==> src/verilog/rfsm_defines.vh <==
`ifndef RFSM_DEFINES_VH
`define RFSM_DEFINES_VH
// Sub-carrier stream: divider fc/64 at scf 00, period count is scp + 2, at most 8
`define RFSM_SC_DIV_BASE 8'h40
`define RFSM_SC_PER_OFS 4'h2
// Phase-shift stream: divider fc/16 at scf 00, period count is scp + 1
`define RFSM_PS_DIV_BASE 8'h10
`define RFSM_PS_PER_OFS 4'h1
// Empty reporting periods tolerated before end of receive
`define RFSM_SC_END_PERIODS 4'h8
// Transmit bit period at stx 000, in carrier cycles
`define RFSM_TX_BIT_BASE 8'h80
// Stream kinds
`define RFSM_STREAM_SC 1'b0
`define RFSM_STREAM_PS 1'b1
`endif

==> src/verilog/rfsm_top.v <==
// Contract
// - Transparent mode starts on chip-select rising edge after its command.
// - Transparent mode lasts only while chip-select stays high.
// - In transparent mode MOSI high turns the modulator on.
// - In transparent mode receiver enable follows SCLK.
// - In transparent mode the AM channel output drives MISO.
// - In transparent mode the PM channel output drives the interrupt pin.
// - With one channel selected it goes to MISO; interrupt pin held low.
// - Any serial command ends transparent mode; controller re-issues it.
// - In transparent mode field-detect enable routes the field detector to the interrupt pin.
// - Field detect with all operation bits clear: low-power target, field-on event.
// - First stream bit sits in the FIFO byte LSB.
// - Sub-carrier stream supports fc/64 to fc/8.
// - Sub-carrier reporting period is two to eight sub-carrier periods.
// - First period with sub-carrier raises start of receive and writes first bit.
// - Sub-carrier bit is 1 with sub-carrier present, else 0.
// - Sub-carrier receive ends after more than eight empty periods.
// - Sub-carrier scf 01 is fc/32, scp 10 is four periods.
// - Phase stream supports fc/16 to fc/4, one to eight periods.
// - Phase bit 0 for initial phase, 1 inverted; ends at first empty period.
// - Phase scf 01 is fc/8, scp 01 is two periods.
// - Stream transmit holds each FIFO bit one bit period, 1 modulated.
`include "rfsm_defines.vh"
module rfsm_top (
    // Clock and reset
    input wire clk_i,
    input wire srst_i,
    // One pulse per carrier cycle, same clock domain
    input wire fc_tick_i,
    // Serial-port pins
    input wire ss_i,
    input wire mosi_i,
    input wire sclk_i,
    output reg miso_o,
    output reg miso_oe_n_o,
    output reg irq_pin_o,
    // Serial-port command decoder events
    input wire cmd_transparent_i,
    input wire cmd_any_i,
    input wire cmd_transmit_i,
    // Configuration
    input wire rx_am_en_i,
    input wire rx_pm_en_i,
    input wire external_field_detect_enable_i,
    input wire [7:0] op_ctrl_i,
    input wire stream_en_i,
    input wire stream_kind_i,
    input wire [1:0] scf_i,
    input wire [2:0] scp_i,
    input wire [2:0] stx_i,
    // Analog front end
    input wire am_sub_i,
    input wire pm_sub_i,
    input wire ext_field_i,
    output reg mod_on_o,
    output reg rx_on_o,
    // Receive FIFO side
    output reg [7:0] rx_byte_o,
    output reg rx_byte_valid_o,
    output reg [3:0] rx_byte_bits_o,
    // Transmit FIFO side
    input wire [7:0] tx_byte_i,
    input wire tx_avail_i,
    output reg tx_pop_o,
    // Status and events
    output reg transparent_o,
    output reg low_power_target_o,
    output reg field_on_evt_o,
    output reg rx_start_evt_o,
    output reg rx_end_evt_o,
    output reg tx_busy_o,
    output reg tx_end_evt_o
);
    localparam ST_IDLE = 2'h0;
    localparam ST_ARMED = 2'h1;
    localparam ST_TRANS = 2'h2;
    localparam RX_WAIT = 2'h0;
    localparam RX_RUN = 2'h1;

    wire [5:0] sync_w;
    wire ss_s;
    wire mosi_s;
    wire sclk_s;
    wire am_s;
    wire pm_s;
    wire ext_s;
    reg [1:0] st_reg;
    reg [1:0] st_next;
    reg ss_d_reg;
    reg ext_d_reg;
    reg [1:0] rx_st_reg;
    reg [7:0] shift_reg;
    reg [3:0] nbits_reg;
    reg [3:0] empty_reg;
    reg init_phase_reg;
    reg tx_mod_reg;
    reg [7:0] tx_shift_reg;
    reg [3:0] tx_left_reg;
    reg [7:0] tx_tick_reg;
    reg [7:0] div_w;
    reg [3:0] per_w;
    wire det_done;
    wire det_present;
    wire det_phase;
    wire rx_run;
    wire ss_rise;
    wire [7:0] tx_len_w;

    // Pins and analog levels cross into the clock domain first
    rfsm_sync #(.WIDTH(6)) u_sync (
        .clk_i(clk_i),
        .srst_i(srst_i),
        .async_i({ext_field_i, pm_sub_i, am_sub_i, sclk_i, mosi_i, ss_i}),
        .sync_o(sync_w)
    );
    assign ss_s = sync_w[0];
    assign mosi_s = sync_w[1];
    assign sclk_s = sync_w[2];
    assign am_s = sync_w[3];
    assign pm_s = sync_w[4];
    assign ext_s = sync_w[5];
    assign ss_rise = ss_s & ~ss_d_reg;

    // Divider and period count per stream kind
    always @* begin
        if (stream_kind_i == `RFSM_STREAM_SC) begin
            div_w = `RFSM_SC_DIV_BASE >> scf_i;
            per_w = {1'b0, scp_i} + `RFSM_SC_PER_OFS;
            if (per_w > 4'h8) begin
                per_w = 4'h8;
            end
        end else begin
            div_w = `RFSM_PS_DIV_BASE >> scf_i;
            if (scf_i == 2'h3) begin
                div_w = 8'h04;
            end
            per_w = {1'b0, scp_i} + `RFSM_PS_PER_OFS;
        end
    end

    assign rx_run = stream_en_i && (st_reg != ST_TRANS) && !tx_busy_o;

    rfsm_period_det u_det (
        .clk_i(clk_i),
        .srst_i(srst_i),
        .run_i(rx_run),
        .fc_tick_i(fc_tick_i),
        .sig_i(stream_kind_i == `RFSM_STREAM_SC ? am_s : pm_s),
        .div_i(div_w),
        .periods_i(per_w),
        .done_o(det_done),
        .present_o(det_present),
        .phase_o(det_phase)
    );

    // Transparent mode sequencing
    always @* begin
        st_next = st_reg;
        case (st_reg)
            ST_IDLE: begin
                if (cmd_transparent_i) begin
                    st_next = ST_ARMED;
                end
            end
            ST_ARMED: begin
                if (ss_rise) begin
                    st_next = ST_TRANS;
                end else if (cmd_any_i && !cmd_transparent_i) begin
                    st_next = ST_IDLE;
                end
            end
            ST_TRANS: begin
                if (!ss_s || cmd_any_i) begin
                    st_next = cmd_transparent_i ? ST_ARMED : ST_IDLE;
                end
            end
            default: begin
                st_next = ST_IDLE;
            end
        endcase
    end

    always @(posedge clk_i) begin
        if (srst_i) begin
            st_reg <= ST_IDLE;
            ss_d_reg <= 1'b0;
            ext_d_reg <= 1'b0;
            transparent_o <= 1'b0;
            mod_on_o <= 1'b0;
            rx_on_o <= 1'b0;
            miso_o <= 1'b0;
            miso_oe_n_o <= 1'b1;
            irq_pin_o <= 1'b0;
            low_power_target_o <= 1'b0;
            field_on_evt_o <= 1'b0;
        end else begin
            st_reg <= st_next;
            ss_d_reg <= ss_s;
            ext_d_reg <= ext_s;
            transparent_o <= (st_next == ST_TRANS);
            low_power_target_o <= external_field_detect_enable_i && (op_ctrl_i == 8'h00);
            field_on_evt_o <= external_field_detect_enable_i && (op_ctrl_i == 8'h00) && ext_s && !ext_d_reg;
            if (st_next == ST_TRANS) begin
                mod_on_o <= mosi_s;
                rx_on_o <= sclk_s;
                miso_oe_n_o <= 1'b0;
                if (rx_am_en_i && rx_pm_en_i) begin
                    miso_o <= am_s;
                    irq_pin_o <= pm_s;
                end else begin
                    miso_o <= rx_am_en_i ? am_s : (rx_pm_en_i ? pm_s : 1'b0);
                    irq_pin_o <= 1'b0;
                end
                if (external_field_detect_enable_i) begin
                    irq_pin_o <= ext_s;
                end
            end else begin
                mod_on_o <= tx_mod_reg;
                rx_on_o <= stream_en_i;
                miso_oe_n_o <= 1'b1;
                miso_o <= 1'b0;
                irq_pin_o <= 1'b0;
            end
        end
    end

    // Stream receive: reporting periods become FIFO bits
    always @(posedge clk_i) begin
        if (srst_i || !rx_run) begin
            rx_st_reg <= RX_WAIT;
            shift_reg <= 8'h00;
            nbits_reg <= 4'h0;
            empty_reg <= 4'h0;
            init_phase_reg <= 1'b0;
            rx_byte_o <= 8'h00;
            rx_byte_valid_o <= 1'b0;
            rx_byte_bits_o <= 4'h0;
            rx_start_evt_o <= 1'b0;
            rx_end_evt_o <= 1'b0;
        end else begin
            rx_byte_valid_o <= 1'b0;
            rx_start_evt_o <= 1'b0;
            rx_end_evt_o <= 1'b0;
            if (det_done) begin
                case (rx_st_reg)
                    RX_WAIT: begin
                        if (det_present) begin
                            rx_st_reg <= RX_RUN;
                            rx_start_evt_o <= 1'b1;
                            init_phase_reg <= det_phase;
                            // First bit: 1 for sub-carrier, 0 for the reference phase
                            shift_reg <= {7'h00, stream_kind_i == `RFSM_STREAM_SC};
                            nbits_reg <= 4'h1;
                            empty_reg <= 4'h0;
                        end
                    end
                    RX_RUN: begin
                        if (stream_kind_i == `RFSM_STREAM_PS && !det_present) begin
                            rx_st_reg <= RX_WAIT;
                            rx_end_evt_o <= 1'b1;
                            rx_byte_valid_o <= (nbits_reg != 4'h0);
                            rx_byte_o <= shift_reg;
                            rx_byte_bits_o <= nbits_reg;
                            nbits_reg <= 4'h0;
                            shift_reg <= 8'h00;
                        end else if (stream_kind_i == `RFSM_STREAM_SC && !det_present &&
                                     empty_reg == `RFSM_SC_END_PERIODS) begin
                            rx_st_reg <= RX_WAIT;
                            rx_end_evt_o <= 1'b1;
                            rx_byte_valid_o <= (nbits_reg != 4'h0);
                            rx_byte_o <= shift_reg;
                            rx_byte_bits_o <= nbits_reg;
                            nbits_reg <= 4'h0;
                            shift_reg <= 8'h00;
                        end else begin
                            empty_reg <= det_present ? 4'h0 : empty_reg + 4'h1;
                            if (nbits_reg == 4'h8) begin
                                rx_byte_valid_o <= 1'b1;
                                rx_byte_o <= shift_reg;
                                rx_byte_bits_o <= 4'h8;
                                nbits_reg <= 4'h1;
                                shift_reg <= 8'h00;
                                if (stream_kind_i == `RFSM_STREAM_SC) begin
                                    shift_reg[0] <= det_present;
                                end else begin
                                    shift_reg[0] <= det_phase ^ init_phase_reg;
                                end
                            end else begin
                                nbits_reg <= nbits_reg + 4'h1;
                                if (stream_kind_i == `RFSM_STREAM_SC) begin
                                    shift_reg[nbits_reg[2:0]] <= det_present;
                                end else begin
                                    shift_reg[nbits_reg[2:0]] <= det_phase ^ init_phase_reg;
                                end
                            end
                        end
                    end
                    default: begin
                        rx_st_reg <= RX_WAIT;
                    end
                endcase
            end
        end
    end

    // Stream transmit: each FIFO bit keys the modulator for one bit period
    assign tx_len_w = `RFSM_TX_BIT_BASE >> stx_i;

    always @(posedge clk_i) begin
        if (srst_i || !stream_en_i) begin
            tx_busy_o <= 1'b0;
            tx_mod_reg <= 1'b0;
            tx_shift_reg <= 8'h00;
            tx_left_reg <= 4'h0;
            tx_tick_reg <= 8'h00;
            tx_pop_o <= 1'b0;
            tx_end_evt_o <= 1'b0;
        end else begin
            tx_pop_o <= 1'b0;
            tx_end_evt_o <= 1'b0;
            if (!tx_busy_o) begin
                tx_mod_reg <= 1'b0;
                if (cmd_transmit_i) begin
                    tx_busy_o <= 1'b1;
                    tx_left_reg <= 4'h0;
                    tx_tick_reg <= 8'h00;
                end
            end else if (tx_left_reg == 4'h0 && !tx_pop_o) begin
                if (tx_avail_i) begin
                    tx_pop_o <= 1'b1;
                    tx_shift_reg <= tx_byte_i >> 1;
                    tx_mod_reg <= tx_byte_i[0];
                    tx_left_reg <= 4'h8;
                    tx_tick_reg <= 8'h00;
                end else begin
                    tx_busy_o <= 1'b0;
                    tx_mod_reg <= 1'b0;
                    tx_end_evt_o <= 1'b1;
                end
            end else if (fc_tick_i && tx_left_reg != 4'h0) begin
                if (tx_tick_reg + 8'h01 >= tx_len_w) begin
                    tx_tick_reg <= 8'h00;
                    tx_left_reg <= tx_left_reg - 4'h1;
                    if (tx_left_reg != 4'h1) begin
                        tx_mod_reg <= tx_shift_reg[0];
                        tx_shift_reg <= tx_shift_reg >> 1;
                    end
                end else begin
                    tx_tick_reg <= tx_tick_reg + 8'h01;
                end
            end
        end
    end
endmodule

==> src/verilog/rfsm_sync.v <==
module rfsm_sync #(
    parameter WIDTH = 1
) (
    input wire clk_i,
    input wire srst_i,
    input wire [WIDTH-1:0] async_i,
    output wire [WIDTH-1:0] sync_o
);
    reg [WIDTH-1:0] meta_reg;
    reg [WIDTH-1:0] sync_reg;
    genvar g;
    generate
        for (g = 0; g < WIDTH; g = g + 1) begin : g_bit
            always @(posedge clk_i) begin
                if (srst_i) begin
                    meta_reg[g] <= 1'b0;
                    sync_reg[g] <= 1'b0;
                end else begin
                    meta_reg[g] <= async_i[g];
                    sync_reg[g] <= meta_reg[g];
                end
            end
        end
    endgenerate
    assign sync_o = sync_reg;
endmodule

==> src/verilog/rfsm_period_det.v <==
// Times one reporting period in carrier ticks and judges sub-carrier presence
module rfsm_period_det (
    input wire clk_i,
    input wire srst_i,
    input wire run_i,
    input wire fc_tick_i,
    input wire sig_i,
    input wire [7:0] div_i,
    input wire [3:0] periods_i,
    output reg done_o,
    output reg present_o,
    output reg phase_o
);
    reg [11:0] tick_reg;
    reg [4:0] edge_reg;
    reg sig_d_reg;
    reg phase_reg;
    wire [11:0] len_w;
    wire [4:0] edges_w;
    assign len_w = div_i * periods_i;
    assign edges_w = edge_reg + {4'h0, sig_i & ~sig_d_reg};
    always @(posedge clk_i) begin
        if (srst_i || !run_i) begin
            tick_reg <= 12'h000;
            edge_reg <= 5'h00;
            sig_d_reg <= 1'b0;
            phase_reg <= 1'b0;
            done_o <= 1'b0;
            present_o <= 1'b0;
            phase_o <= 1'b0;
        end else begin
            done_o <= 1'b0;
            if (fc_tick_i) begin
                sig_d_reg <= sig_i;
                if (tick_reg == 12'h000) begin
                    phase_reg <= sig_i;
                end
                if (tick_reg + 12'h001 >= len_w) begin
                    tick_reg <= 12'h000;
                    edge_reg <= 5'h00;
                    done_o <= 1'b1;
                    // At least half of the expected sub-carrier edges
                    present_o <= ({edges_w, 1'b0} >= {2'h0, periods_i}) && (edges_w != 5'h00);
                    phase_o <= phase_reg;
                end else begin
                    tick_reg <= tick_reg + 12'h001;
                    edge_reg <= edges_w;
                end
            end
        end
    end
endmodule

==> config.mk <==
export PLATFORM = sky130hd
export DESIGN_NAME = rfsm_top
export DESIGN_NICKNAME = d
export VERILOG_FILES = /design/src/verilog/rfsm_top.v /design/src/verilog/rfsm_sync.v /design/src/verilog/rfsm_period_det.v
export VERILOG_INCLUDE_DIRS = /design/src /design/src/verilog
export SDC_FILE = /design/constraint.sdc
export NUM_CORES = 1
export LEC_CHECK = 0
export BUFFER_PORTS_ARGS = -buffer_cell sky130_fd_sc_hd__buf_4
export CAP_MARGIN = 30
export CORE_MARGIN = 10
export CORE_UTILIZATION = 50
export CTS_CLUSTER_DIAMETER = 50
export DETAILED_ROUTE_END_ITERATION = 8
export GPL_ROUTABILITY_DRIVEN = 0
export PLACE_DENSITY = 0.69
export SYNTH_ARGS = -nofsm -noshare
export SYNTH_HDL_FRONTEND = slang
export SYNTH_SLANG_ARGS = --single-unit
==> constraint.sdc <==
create_clock -name clk_i -period 7.53 [get_ports clk_i]
set_clock_uncertainty 0.05 [all_clocks]
set_input_delay 0.3765 -clock clk_i [delete_from_list [all_inputs] [get_ports clk_i]]
set_output_delay 0.3765 -clock clk_i [all_outputs]
set_load 0.1 [all_outputs]
==> results.sh, run 1 <==
export IMPL_busiest_layer="met2"
export IMPL_drc_errors=0
export IMPL_clk_latency_ns=0.35
export IMPL_cp_startpoint="scp_i[1]"
export IMPL_final_nets=836
export IMPL_drt_iter0_markers=416
export IMPL_drive_gt1_frac=0.138
export IMPL_htreeDepth=3
export IMPL_path_class="in -> reg"
export IMPL_outcome="finished clean"
export IMPL_synthArstFlopShare=0
export IMPL_fmax_mhz=180
export IMPL_diodes=0
export IMPL_wire_per_inst_um=14.9
export IMPL_postRouteAntennaNets=0
export IMPL_post_drt_via_cell_ratio=5.71
export IMPL_vias=5073
export IMPL_synthFlopType="dfxtp_1"
export IMPL_fp_dieW_um=128
export IMPL_initial_core_util=0.511
export IMPL_setup_viol=0
export IMPL_dpl_hpwl_um=9720
export IMPL_totalNegativeSetupSlack_ns=0
export IMPL_critPathRequiredTime_ns=7.75
export IMPL_core_area_um2=11400
export IMPL_multi_input_area_um2=3550
export IMPL_crit_path_end="u_det.edge_reg[3]$_SDFFE_PP0P_"
export IMPL_final_cell_mix="dfxtp_1, buf_4, nor2_1"
export IMPL_grtUsageMet1=0.214
export IMPL_grt_use_met2=0.258
export IMPL_critPathCaptureType="flip-flop"
export IMPL_post_route_util=0.589
export IMPL_maxSlewHeadroom=0.388
export IMPL_dieArea_um2=16400
export IMPL_path_clk_slew_ns=0.08
export IMPL_tightest_slew_ns=0.912
export IMPL_root_buffer="clkbuf_16"
export IMPL_hold_viol_final=0
export IMPL_reg2reg_from="tx_tick_reg[2]$_SDFFE_PP0P_"
export IMPL_grt_pass1_wl_um=22900
export IMPL_cp_arrival_ns=5.79
export IMPL_power_mw=1.18
export IMPL_cts_path_max_buffers=2
export IMPL_ys_ff_latch=102
export IMPL_use_met3=0.0438
export IMPL_final_common_cell="dfxtp_1"
export IMPL_clock_sinks=102
export IMPL_rrSetupSlack_ns=4.16
export IMPL_synthesis_nets=789
export IMPL_rsz0062_at_grt="no"
export IMPL_cts_tree="built"
export IMPL_placed_cell_area_um2=6410
export IMPL_wl_um=13200
export IMPL_largest_reg_flops=12
export IMPL_hold_class="in -> reg"
export IMPL_ios=68
export IMPL_grt_max_degree=50
export IMPL_r2r_end="tx_shift_reg[1]$_SDFFE_PP0P_"
export IMPL_syn_area_um2=5830
export IMPL_cts_made_buffers=9
export IMPL_layout_area_overhead_vs_synth_pct=15.3
export IMPL_grt_total_usage=0.163
export IMPL_grt_overflow=0
export IMPL_rows=39
export IMPL_ir_drop_v=0.000182
export IMPL_synth_edf_count=0
export IMPL_holdBufCountCts=0
export IMPL_placedCellCount=872
export IMPL_synth_cell_types=65
export IMPL_slew_violations=0
export IMPL_finalCritPeriodShare=0.739
export IMPL_yosys_warnings=0
export IMPL_final_area_um2=6720
export IMPL_fill_cells=1014
export IMPL_grt_pass1_vias=4940
export IMPL_fin_cells=888
export IMPL_r2r_cells=10
export IMPL_synth_avg_cell_area_um2=8.41
export IMPL_io_buffers=67
export IMPL_synthCells=693
export IMPL_antenna_found_initial=0
export IMPL_p_leak_nw=2.83
export IMPL_cts_setup_buffers=0
export IMPL_cts_resized=0
export IMPL_yosysSeqAreaShare=0.350
export IMPL_cp_max_fo=6
export IMPL_fin_crit_ns=5.56
export IMPL_regArea_um2=2040
export IMPL_dr_pass1_iters=5
export IMPL_start_kind="primary input"
export IMPL_drv_cap=0
export IMPL_die_height_um=128
export IMPL_p_per_area_nw_per_um2=176
## stage by stage
stage	hold slack (ns)	worst slack, ns
final	0.175	1.97
after global routing	0.182	1.59
after CTS	0.164	1.96
after detailed placement	0.339	1.61
after global placement	0.327	1.64
after floorplan	0.323	2.18
## where the power goes
part	internal (mW)	switching (mW)	total, mW
registers	0.546	0.00503	0.551
clock network	0.273	0.217	0.490
logic	0.0545	0.0856	0.140
## worst min-delay path by stage
| stage | startpoint | endpoint | slack (ns) | cells after the start |
|---|---|---|---|---|
| finish | tx_avail_i | tx_end_evt_o$_SDFF_PP0_ | 0.17 | 2 |
| global route | tx_avail_i | tx_end_evt_o$_SDFF_PP0_ | 0.18 | 2 |
| CTS | tx_avail_i | tx_end_evt_o$_SDFF_PP0_ | 0.16 | 2 |
| detailed placement | ext_d_reg$_SDFF_PP0_ | field_on_evt_o$_SDFF_PP0_ | 0.34 | 1 |
| global placement | ext_d_reg$_SDFF_PP0_ | field_on_evt_o$_SDFF_PP0_ | 0.33 | 1 |
| floorplan | ext_d_reg$_SDFF_PP0_ | field_on_evt_o$_SDFF_PP0_ | 0.32 | 1 |
## synth_stat cells (all sizes together) (3+ instances only)
| library cell | count | area (µm²) |
|---|---|---|
| dfxtp | 102 | 2040 |
| nor2 | 68 | 258 |
| nand2 | 55 | 206 |
| nand3 | 51 | 255 |
| ha | 48 | 601 |
| a21oi | 47 | 235 |
| inv | 29 | 109 |
| clkbuf | 25 | 93.8 |
| nor2b | 24 | 150 |
| nor3 | 21 | 110 |
| mux2i | 20 | 200 |
| o21ai | 20 | 100 |
| a211oi | 18 | 135 |
| xor2 | 16 | 140 |
| xnor2 | 13 | 114 |
| and3 | 10 | 62.6 |
| a31oi | 9 | 56.3 |
| buf | 9 | 40.0 |
| nand4 | 8 | 50.1 |
| nand2b | 7 | 43.8 |
| nand3b | 7 | 52.6 |
| a21o | 6 | 45.0 |
| fa | 6 | 120 |
| or2 | 6 | 40.0 |
| nor4 | 4 | 25.0 |
| nor4b | 4 | 35.0 |
| o41ai | 4 | 35.0 |
| or3 | 4 | 25.0 |
| a22oi | 3 | 22.5 |
| and2 | 3 | 18.8 |
| and4 | 3 | 26.3 |
| nor3b | 3 | 22.5 |
| or3b | 3 | 26.3 |
| or4 | 3 | 22.5 |
## logic make-up after synthesis
| kind of cell | Yosys count | synth area share |
|---|---|---|
| DFF | 102 | 0.350 |
| xor gates and xnor gates | 29 | 0.0436 |
| buffers and inverters | 63 | 0.0416 |
| adders and majority gates | 54 | 0.124 |
| AOI/OAI and AO/OA | 135 | 0.152 |
| muxes | 20 | 0.0343 |
| and+or+nand+nor | 290 | 0.255 |
## routing by layer
layer	vias up	wire [µm]	share of wire
li1	2573	-	-
met1	2374	6260	0.47
met2	109	6140	0.46
met3	17	674	0.051
met4	0	162	0.012
met5	-	0	0
## worst max-delay path: stages
cell,delay [ns]
buf_4,0.13
ha_1,0.25
nor2b_1,0.17
nor2_1,0.08
o21ai_0,0.19
or2_2,0.36
fa_1,0.49
inv_1,0.06
fa_1,0.56
inv_1,0.06
fa_1,0.45
nor2b_1,0.12
o21a_1,0.12
o21ai_0,0.09
nor4b_1,0.15
a2111oi_0,0.41
ha_1,0.33
nand2_1,0.08
o21ai_1,0.14
or3_1,0.50
or4_1,0.50
a31oi_1,0.16
## cell type report
class                   count  share of cell area
repair buffers             70              0.0787
clock inverters             6              0.0112
well taps                 143              0.0266
flip-flops and latches    102               0.304
clock buffers              10              0.0355
inverters                  29              0.0162
multi-input cells         528               0.528
Note: power is estimated with default switching activity, not from simulation.
==> inputs of run 2 (changes only) <==
- PLACE_DENSITY: 0.69 -> 0.72
- clock period: 7.53 -> 4.9 ns (I/O delays scaled with it)
==> results.sh, run 2 (synthesized netlist as in run 1, its figures left out) <==
export IMPL_htreeDepth=3
export IMPL_core_area_um2=11400
export IMPL_grt_overflow=0
export IMPL_hold_class="in -> reg"
export IMPL_whs_path_depth=2
export IMPL_r2r_cells=10
export IMPL_reg2reg_from="tx_tick_reg[2]$_SDFFE_PP0P_"
export IMPL_wire_per_inst_um=14.8
export IMPL_grt_pass1_wl_um=23000
export IMPL_cp_max_fo=4
export IMPL_min_to="tx_end_evt_o$_SDFF_PP0_"
export IMPL_wl_um=13600
export IMPL_ios=68
export IMPL_use_met3=0.0500
export IMPL_diodes=0
export IMPL_clock_sinks=102
export IMPL_path_clk_slew_ns=0.07
export IMPL_placed_cell_area_um2=6630
export IMPL_path_class="in -> reg"
export IMPL_holdBufCountCts=0
export IMPL_fp_dieW_um=128
export IMPL_multi_input_area_um2=3660
export IMPL_clk_latency_ns=0.35
export IMPL_layout_area_overhead_vs_synth_pct=21.1
export IMPL_dr_pass1_iters=5
export IMPL_min_from="tx_avail_i"
export IMPL_post_drt_via_cell_ratio=5.67
export IMPL_critPathRequiredTime_ns=5.13
export IMPL_rsz0062_at_grt="no"
export IMPL_tightest_slew_ns=0.884
export IMPL_cts_made_buffers=9
export IMPL_antenna_found_initial=0
export IMPL_ir_drop_v=0.000283
export IMPL_maxSlewHeadroom=0.410
export IMPL_drt_iter0_markers=477
export IMPL_io_buffers=67
export IMPL_cts_path_max_buffers=2
export IMPL_dieArea_um2=16400
export IMPL_initial_core_util=0.511
export IMPL_grt_use_met2=0.275
export IMPL_busiest_layer="met2"
export IMPL_cp_arrival_ns=4.95
export IMPL_p_leak_nw=3.00
export IMPL_r2r_end="tx_shift_reg[1]$_SDFFE_PP0P_"
export IMPL_drive_gt1_frac=0.202
export IMPL_dpl_hpwl_um=10100
export IMPL_critPathCaptureType="flip-flop"
export IMPL_vias=5212
export IMPL_final_cell_mix="dfxtp_1, buf_4, nor2_1"
export IMPL_fill_cells=993
export IMPL_root_buffer="clkbuf_16"
export IMPL_grt_max_degree=42
export IMPL_final_nets=867
export IMPL_setup_viol=0
export IMPL_finalCritPeriodShare=0.964
export IMPL_postRouteAntennaNets=0
export IMPL_fmax_mhz=212
export IMPL_die_height_um=128
export IMPL_grtUsageMet1=0.198
export IMPL_largest_reg_flops=12
export IMPL_hold_slack_ns=0.0449
export IMPL_final_common_cell="dfxtp_1"
export IMPL_slew_violations=0
export IMPL_start_kind="primary input"
export IMPL_grt_pass1_vias=5163
export IMPL_grt_total_usage=0.164
export IMPL_power_mw=1.84
export IMPL_rows=39
export IMPL_drc_errors=0
export IMPL_p_per_area_nw_per_um2=261
export IMPL_drv_cap=0
export IMPL_regArea_um2=2040
export IMPL_rrSetupSlack_ns=1.62
export IMPL_hold_viol_final=0
export IMPL_final_area_um2=7060
export IMPL_fin_crit_ns=4.72
export IMPL_outcome="finished clean"
export IMPL_cts_tree="built"
## run 2: changes by cell type in the layout (fill, tap and decap cells not counted), sizes merged
cell / change
clkinvlp: +1
clkinv: -1
inv: +1
buf: +31
clkbuf: -1
## run 2: worst max path at each step
stage,from,end,depth (start not counted)
final,scp_i[1],u_det.edge_reg[3]$_SDFFE_PP0P_,22
after global routing,scp_i[1],u_det.edge_reg[3]$_SDFFE_PP0P_,22
after CTS,scp_i[0],u_det.edge_reg[3]$_SDFFE_PP0P_,23
after detailed placement,scp_i[0],u_det.edge_reg[3]$_SDFFE_PP0P_,22
after global placement,scp_i[0],u_det.edge_reg[3]$_SDFFE_PP0P_,22
after floorplan,scp_i[1],u_det.edge_reg[4]$_SDFFE_PP0P_,21
## run 2: metrics by stage
| stage | std cells | utilization | setup slack, ns | setup TNS, ns |
|---|---|---|---|---|
| detailed placement | 898 | 0.580 | -0.395 | -3.39 |
| floorplan | 693 | - | 0.0110 | 0 |
| finish | 919 | 0.618 | 0.175 | 0 |
| CTS | 914 | 0.608 | 0.0165 | 0 |
| global placement | 898 | 0.580 | -0.269 | -1.26 |
| global route | 919 | 0.618 | 0.00699 | 0 |
## run 2: layer usage
layer	routed length (µm)	share of wire	vias to the layer above
met1	6090	0.45	2463
met3	742	0.055	13
met4	133	0.0098	0
met5	0	0	-
met2	6610	0.49	111
li1	-	-	2625
## run 2: worst max-delay path: stages
cell and delay (ns):
buf_4 0.14, ha_2 0.18, xnor2_2 0.14, nand2_1 0.08
o21ai_2 0.07, or2_4 0.25, fa_1 0.51, inv_2 0.05
fa_1 0.58, inv_2 0.05, fa_2 0.35, nor2b_1 0.12
o21a_1 0.15, o21ai_2 0.08, nor4b_4 0.14, a2111oi_2 0.29
ha_1 0.30, nand4_1 0.16, a211oi_2 0.08, or3_4 0.40
or4_4 0.42, a31oi_1 0.16
## run 2: power breakdown
group / switching, mW / internal (mW) / leakage, nW / total (mW)
sequential: 0.00792 / 0.839 / 0.826 / 0.847
combinational: 0.143 / 0.114 / 2.02 / 0.258
clock: 0.328 / 0.407 / 0.150 / 0.736
## run 2: layout make-up
type                    count  area share
flip-flops and latches    102       0.289
clock buffers               9      0.0319
inverters                  29      0.0154
clock inverters             7      0.0122
repair buffers            101       0.107
well taps                 143      0.0254
multi-input cells         528       0.518
## run 2: timing repair
item                                    4_1_cts  5_1_grt
pin swaps                                     1       19
endpoints found under the setup margin        2       18
resized for setup                             0       23
setup buffers                                 0        5
==> inputs of run 3 (changes only) <==
- PLACE_DENSITY: 0.72 -> 0.69
- clock period: 4.9 -> 4.5 ns (I/O delays scaled with it)
==> results.sh, run 3 (synthesized netlist as in run 1, its figures left out) <==
export IMPL_grt_total_usage=0.172
export IMPL_cts_made_buffers=9
export IMPL_critPathCaptureType="flip-flop"
export IMPL_wire_per_inst_um=15.6
export IMPL_placedCellCount=903
export IMPL_finalCritPeriodShare=1.03
export IMPL_p_leak_nw=3.06
export IMPL_initial_core_util=0.511
export IMPL_reg2reg_from="tx_tick_reg[2]$_SDFFE_PP0P_"
export IMPL_dr_pass1_iters=6
export IMPL_final_common_cell="dfxtp_1"
export IMPL_drv_cap=0
export IMPL_vias=5339
export IMPL_tightest_slew_ns=0.933
export IMPL_sw_frac_of_total=0.258
export IMPL_rrSetupSlack_ns=1.04
export IMPL_netSwitchingPower_mw=0.519
export IMPL_slew_violations=0
export IMPL_clk_latency_ns=0.35
export IMPL_grt_pass1_wl_um=23800
export IMPL_postRouteAntennaNets=0
export IMPL_io_buffers=67
export IMPL_ios=68
export IMPL_dpl_hpwl_um=10500
export IMPL_cts_tree="built"
export IMPL_rsz0062_at_grt="yes"
export IMPL_grtUsageMet1=0.218
export IMPL_antenna_found_initial=0
export IMPL_r2r_cells=10
export IMPL_root_buffer="clkbuf_16"
export IMPL_violations="negative setup slack"
export IMPL_path_class="in -> reg"
export IMPL_htreeDepth=3
export IMPL_final_cell_mix="dfxtp_1, buf_4, nor2_1"
export IMPL_layout_area_overhead_vs_synth_pct=24.4
export IMPL_drive_gt1_frac=0.227
export IMPL_fin_cells=926
export IMPL_drt_iter0_markers=392
export IMPL_clock_sinks=102
export IMPL_wl_um=14400
export IMPL_die_height_um=128
export IMPL_fmax_mhz=216
export IMPL_grt_use_met2=0.281
export IMPL_rows=39
export IMPL_dieArea_um2=16400
export IMPL_internal_power_mw=1.50
export IMPL_critPathRequiredTime_ns=4.72
export IMPL_outcome="finished with violations"
export IMPL_min_from="tx_avail_i"
export IMPL_min_to="tx_end_evt_o$_SDFF_PP0_"
export IMPL_diodes=0
export IMPL_timing_final_ws_setup_ns=-0.136
export IMPL_place_ws_ns=-0.653
export IMPL_post_drt_via_cell_ratio=5.77
export IMPL_core_area_um2=11400
export IMPL_power_mw=2.01
export IMPL_grt_pass1_vias=5238
export IMPL_fin_crit_ns=4.64
export IMPL_r2r_end="tx_shift_reg[3]$_SDFFE_PP0P_"
export IMPL_hold_viol_final=0
export IMPL_drc_errors=0
export IMPL_seqPwrFrac=0.458
export IMPL_largest_reg_flops=12
export IMPL_holdBufCountCts=0
export IMPL_busiest_layer="met2"
export IMPL_totalNegativeSetupSlack_ns=-0.485
export IMPL_use_met3=0.0368
export IMPL_cts_path_max_buffers=2
export IMPL_ir_drop_v=0.000250
export IMPL_p_per_area_nw_per_um2=278
export IMPL_whs_path_depth=2
export IMPL_cp_max_fo=3
export IMPL_grt_overflow=0
export IMPL_start_kind="primary input"
export IMPL_clkPwrFrac=0.375
export IMPL_fp_dieW_um=128
export IMPL_cp_arrival_ns=4.86
export IMPL_path_clk_slew_ns=0.07
export IMPL_hold_class="in -> reg"
export IMPL_setup_viol=11
export IMPL_maxSlewHeadroom=0.374
export IMPL_combPwrFrac=0.167
export IMPL_final_nets=875
export IMPL_grt_max_degree=50
## run 3: changes by cell type in the layout (fill, tap and decap cells not counted), sizes merged
cell,previous run,this run
clkbuf,9,11
buf,101,109
clkinv,1,3
clkinvlp,1,0
inv,33,29
## run 3: cell type report
cell class,count,area (µm²)
clock buffer,11,233
clock inverter,4,48.8
fill,1017,4170
inverter,29,114
multi-input combinational,528,3760
sequential,102,2040
tap,143,179
timing repair buffer,109,873
## run 3: per-layer routing
| metal | up-vias | share of wire |
|---|---|---|
| met2 | 108 | 0.49 |
| met5 | - | 0 |
| met1 | 2558 | 0.46 |
| met3 | 19 | 0.039 |
| li1 | 2654 | - |
| met4 | 0 | 0.016 |
## run 3: worst max-delay path: stages
cell and delay [ns]:
buf_12 0.09, inv_6 0.03, ha_4 0.16, nor2b_4 0.12
nor2_2 0.04, o21ai_2 0.18, buf_4 0.15, nor2_2 0.04
fa_1 0.50, inv_2 0.05, fa_1 0.51, inv_1 0.05
ha_1 0.27, nor2b_1 0.13, o21a_1 0.19, o21ai_2 0.15
a21oi_2 0.08, a2111oi_2 0.36, ha_1 0.30, nand4_1 0.15
a211oi_2 0.07, or3_4 0.42, or4_4 0.42, a31oi_1 0.15
## run 3: through the flow
| stage | hold slack (ns) | utilization | area, µm² |
|---|---|---|---|
| floorplan | 0.254 | - | 5940 |
| global placement | 0.330 | 0.588 | 6720 |
| detailed placement | 0.341 | 0.588 | 6720 |
| CTS | 0.0175 | 0.620 | 7080 |
| global route | 0.0239 | 0.635 | 7250 |
| finish | 0.0223 | 0.635 | 7250 |
## run 3: repair_timing
| item | 4_1_cts | 5_1_grt |
|---|---|---|
| buffers inserted | 3 | 4 |
| gates resized for setup | 15 | 30 |
| cloned | 0 | 1 |
| setup endpoints to repair | 17 | 18 |
| pin swaps | 21 | 19 |
## run 3: worst max-delay path by stage
stage / slack (ns) / endpoint / cells after the start / start
2_1_floorplan: -0.29 / u_det.edge_reg[4]$_SDFFE_PP0P_ / 21 / scp_i[1]
3_3_place_gp: -0.54 / u_det.edge_reg[3]$_SDFFE_PP0P_ / 22 / scp_i[1]
3_5_place_dp: -0.65 / u_det.edge_reg[4]$_SDFFE_PP0P_ / 22 / scp_i[1]
4_1_cts: -0.09 / u_det.edge_reg[4]$_SDFFE_PP0P_ / 22 / scp_i[1]
5_1_grt: -0.27 / u_det.edge_reg[4]$_SDFFE_PP0P_ / 24 / scp_i[0]
6_report: -0.14 / u_det.edge_reg[4]$_SDFFE_PP0P_ / 24 / scp_i[0]
## run 3: power groups by stage
stage,Clock (mW),Combinational (mW),Sequential (mW)
6_report,0.756,0.336,0.922
5_1_grt,0.806,0.366,0.924
4_1_cts,0.771,0.292,0.922
3_5_place_dp,0,0.280,0.943
3_3_place_gp,0,0.269,0.942
2_1_floorplan,0,0.163,0.950
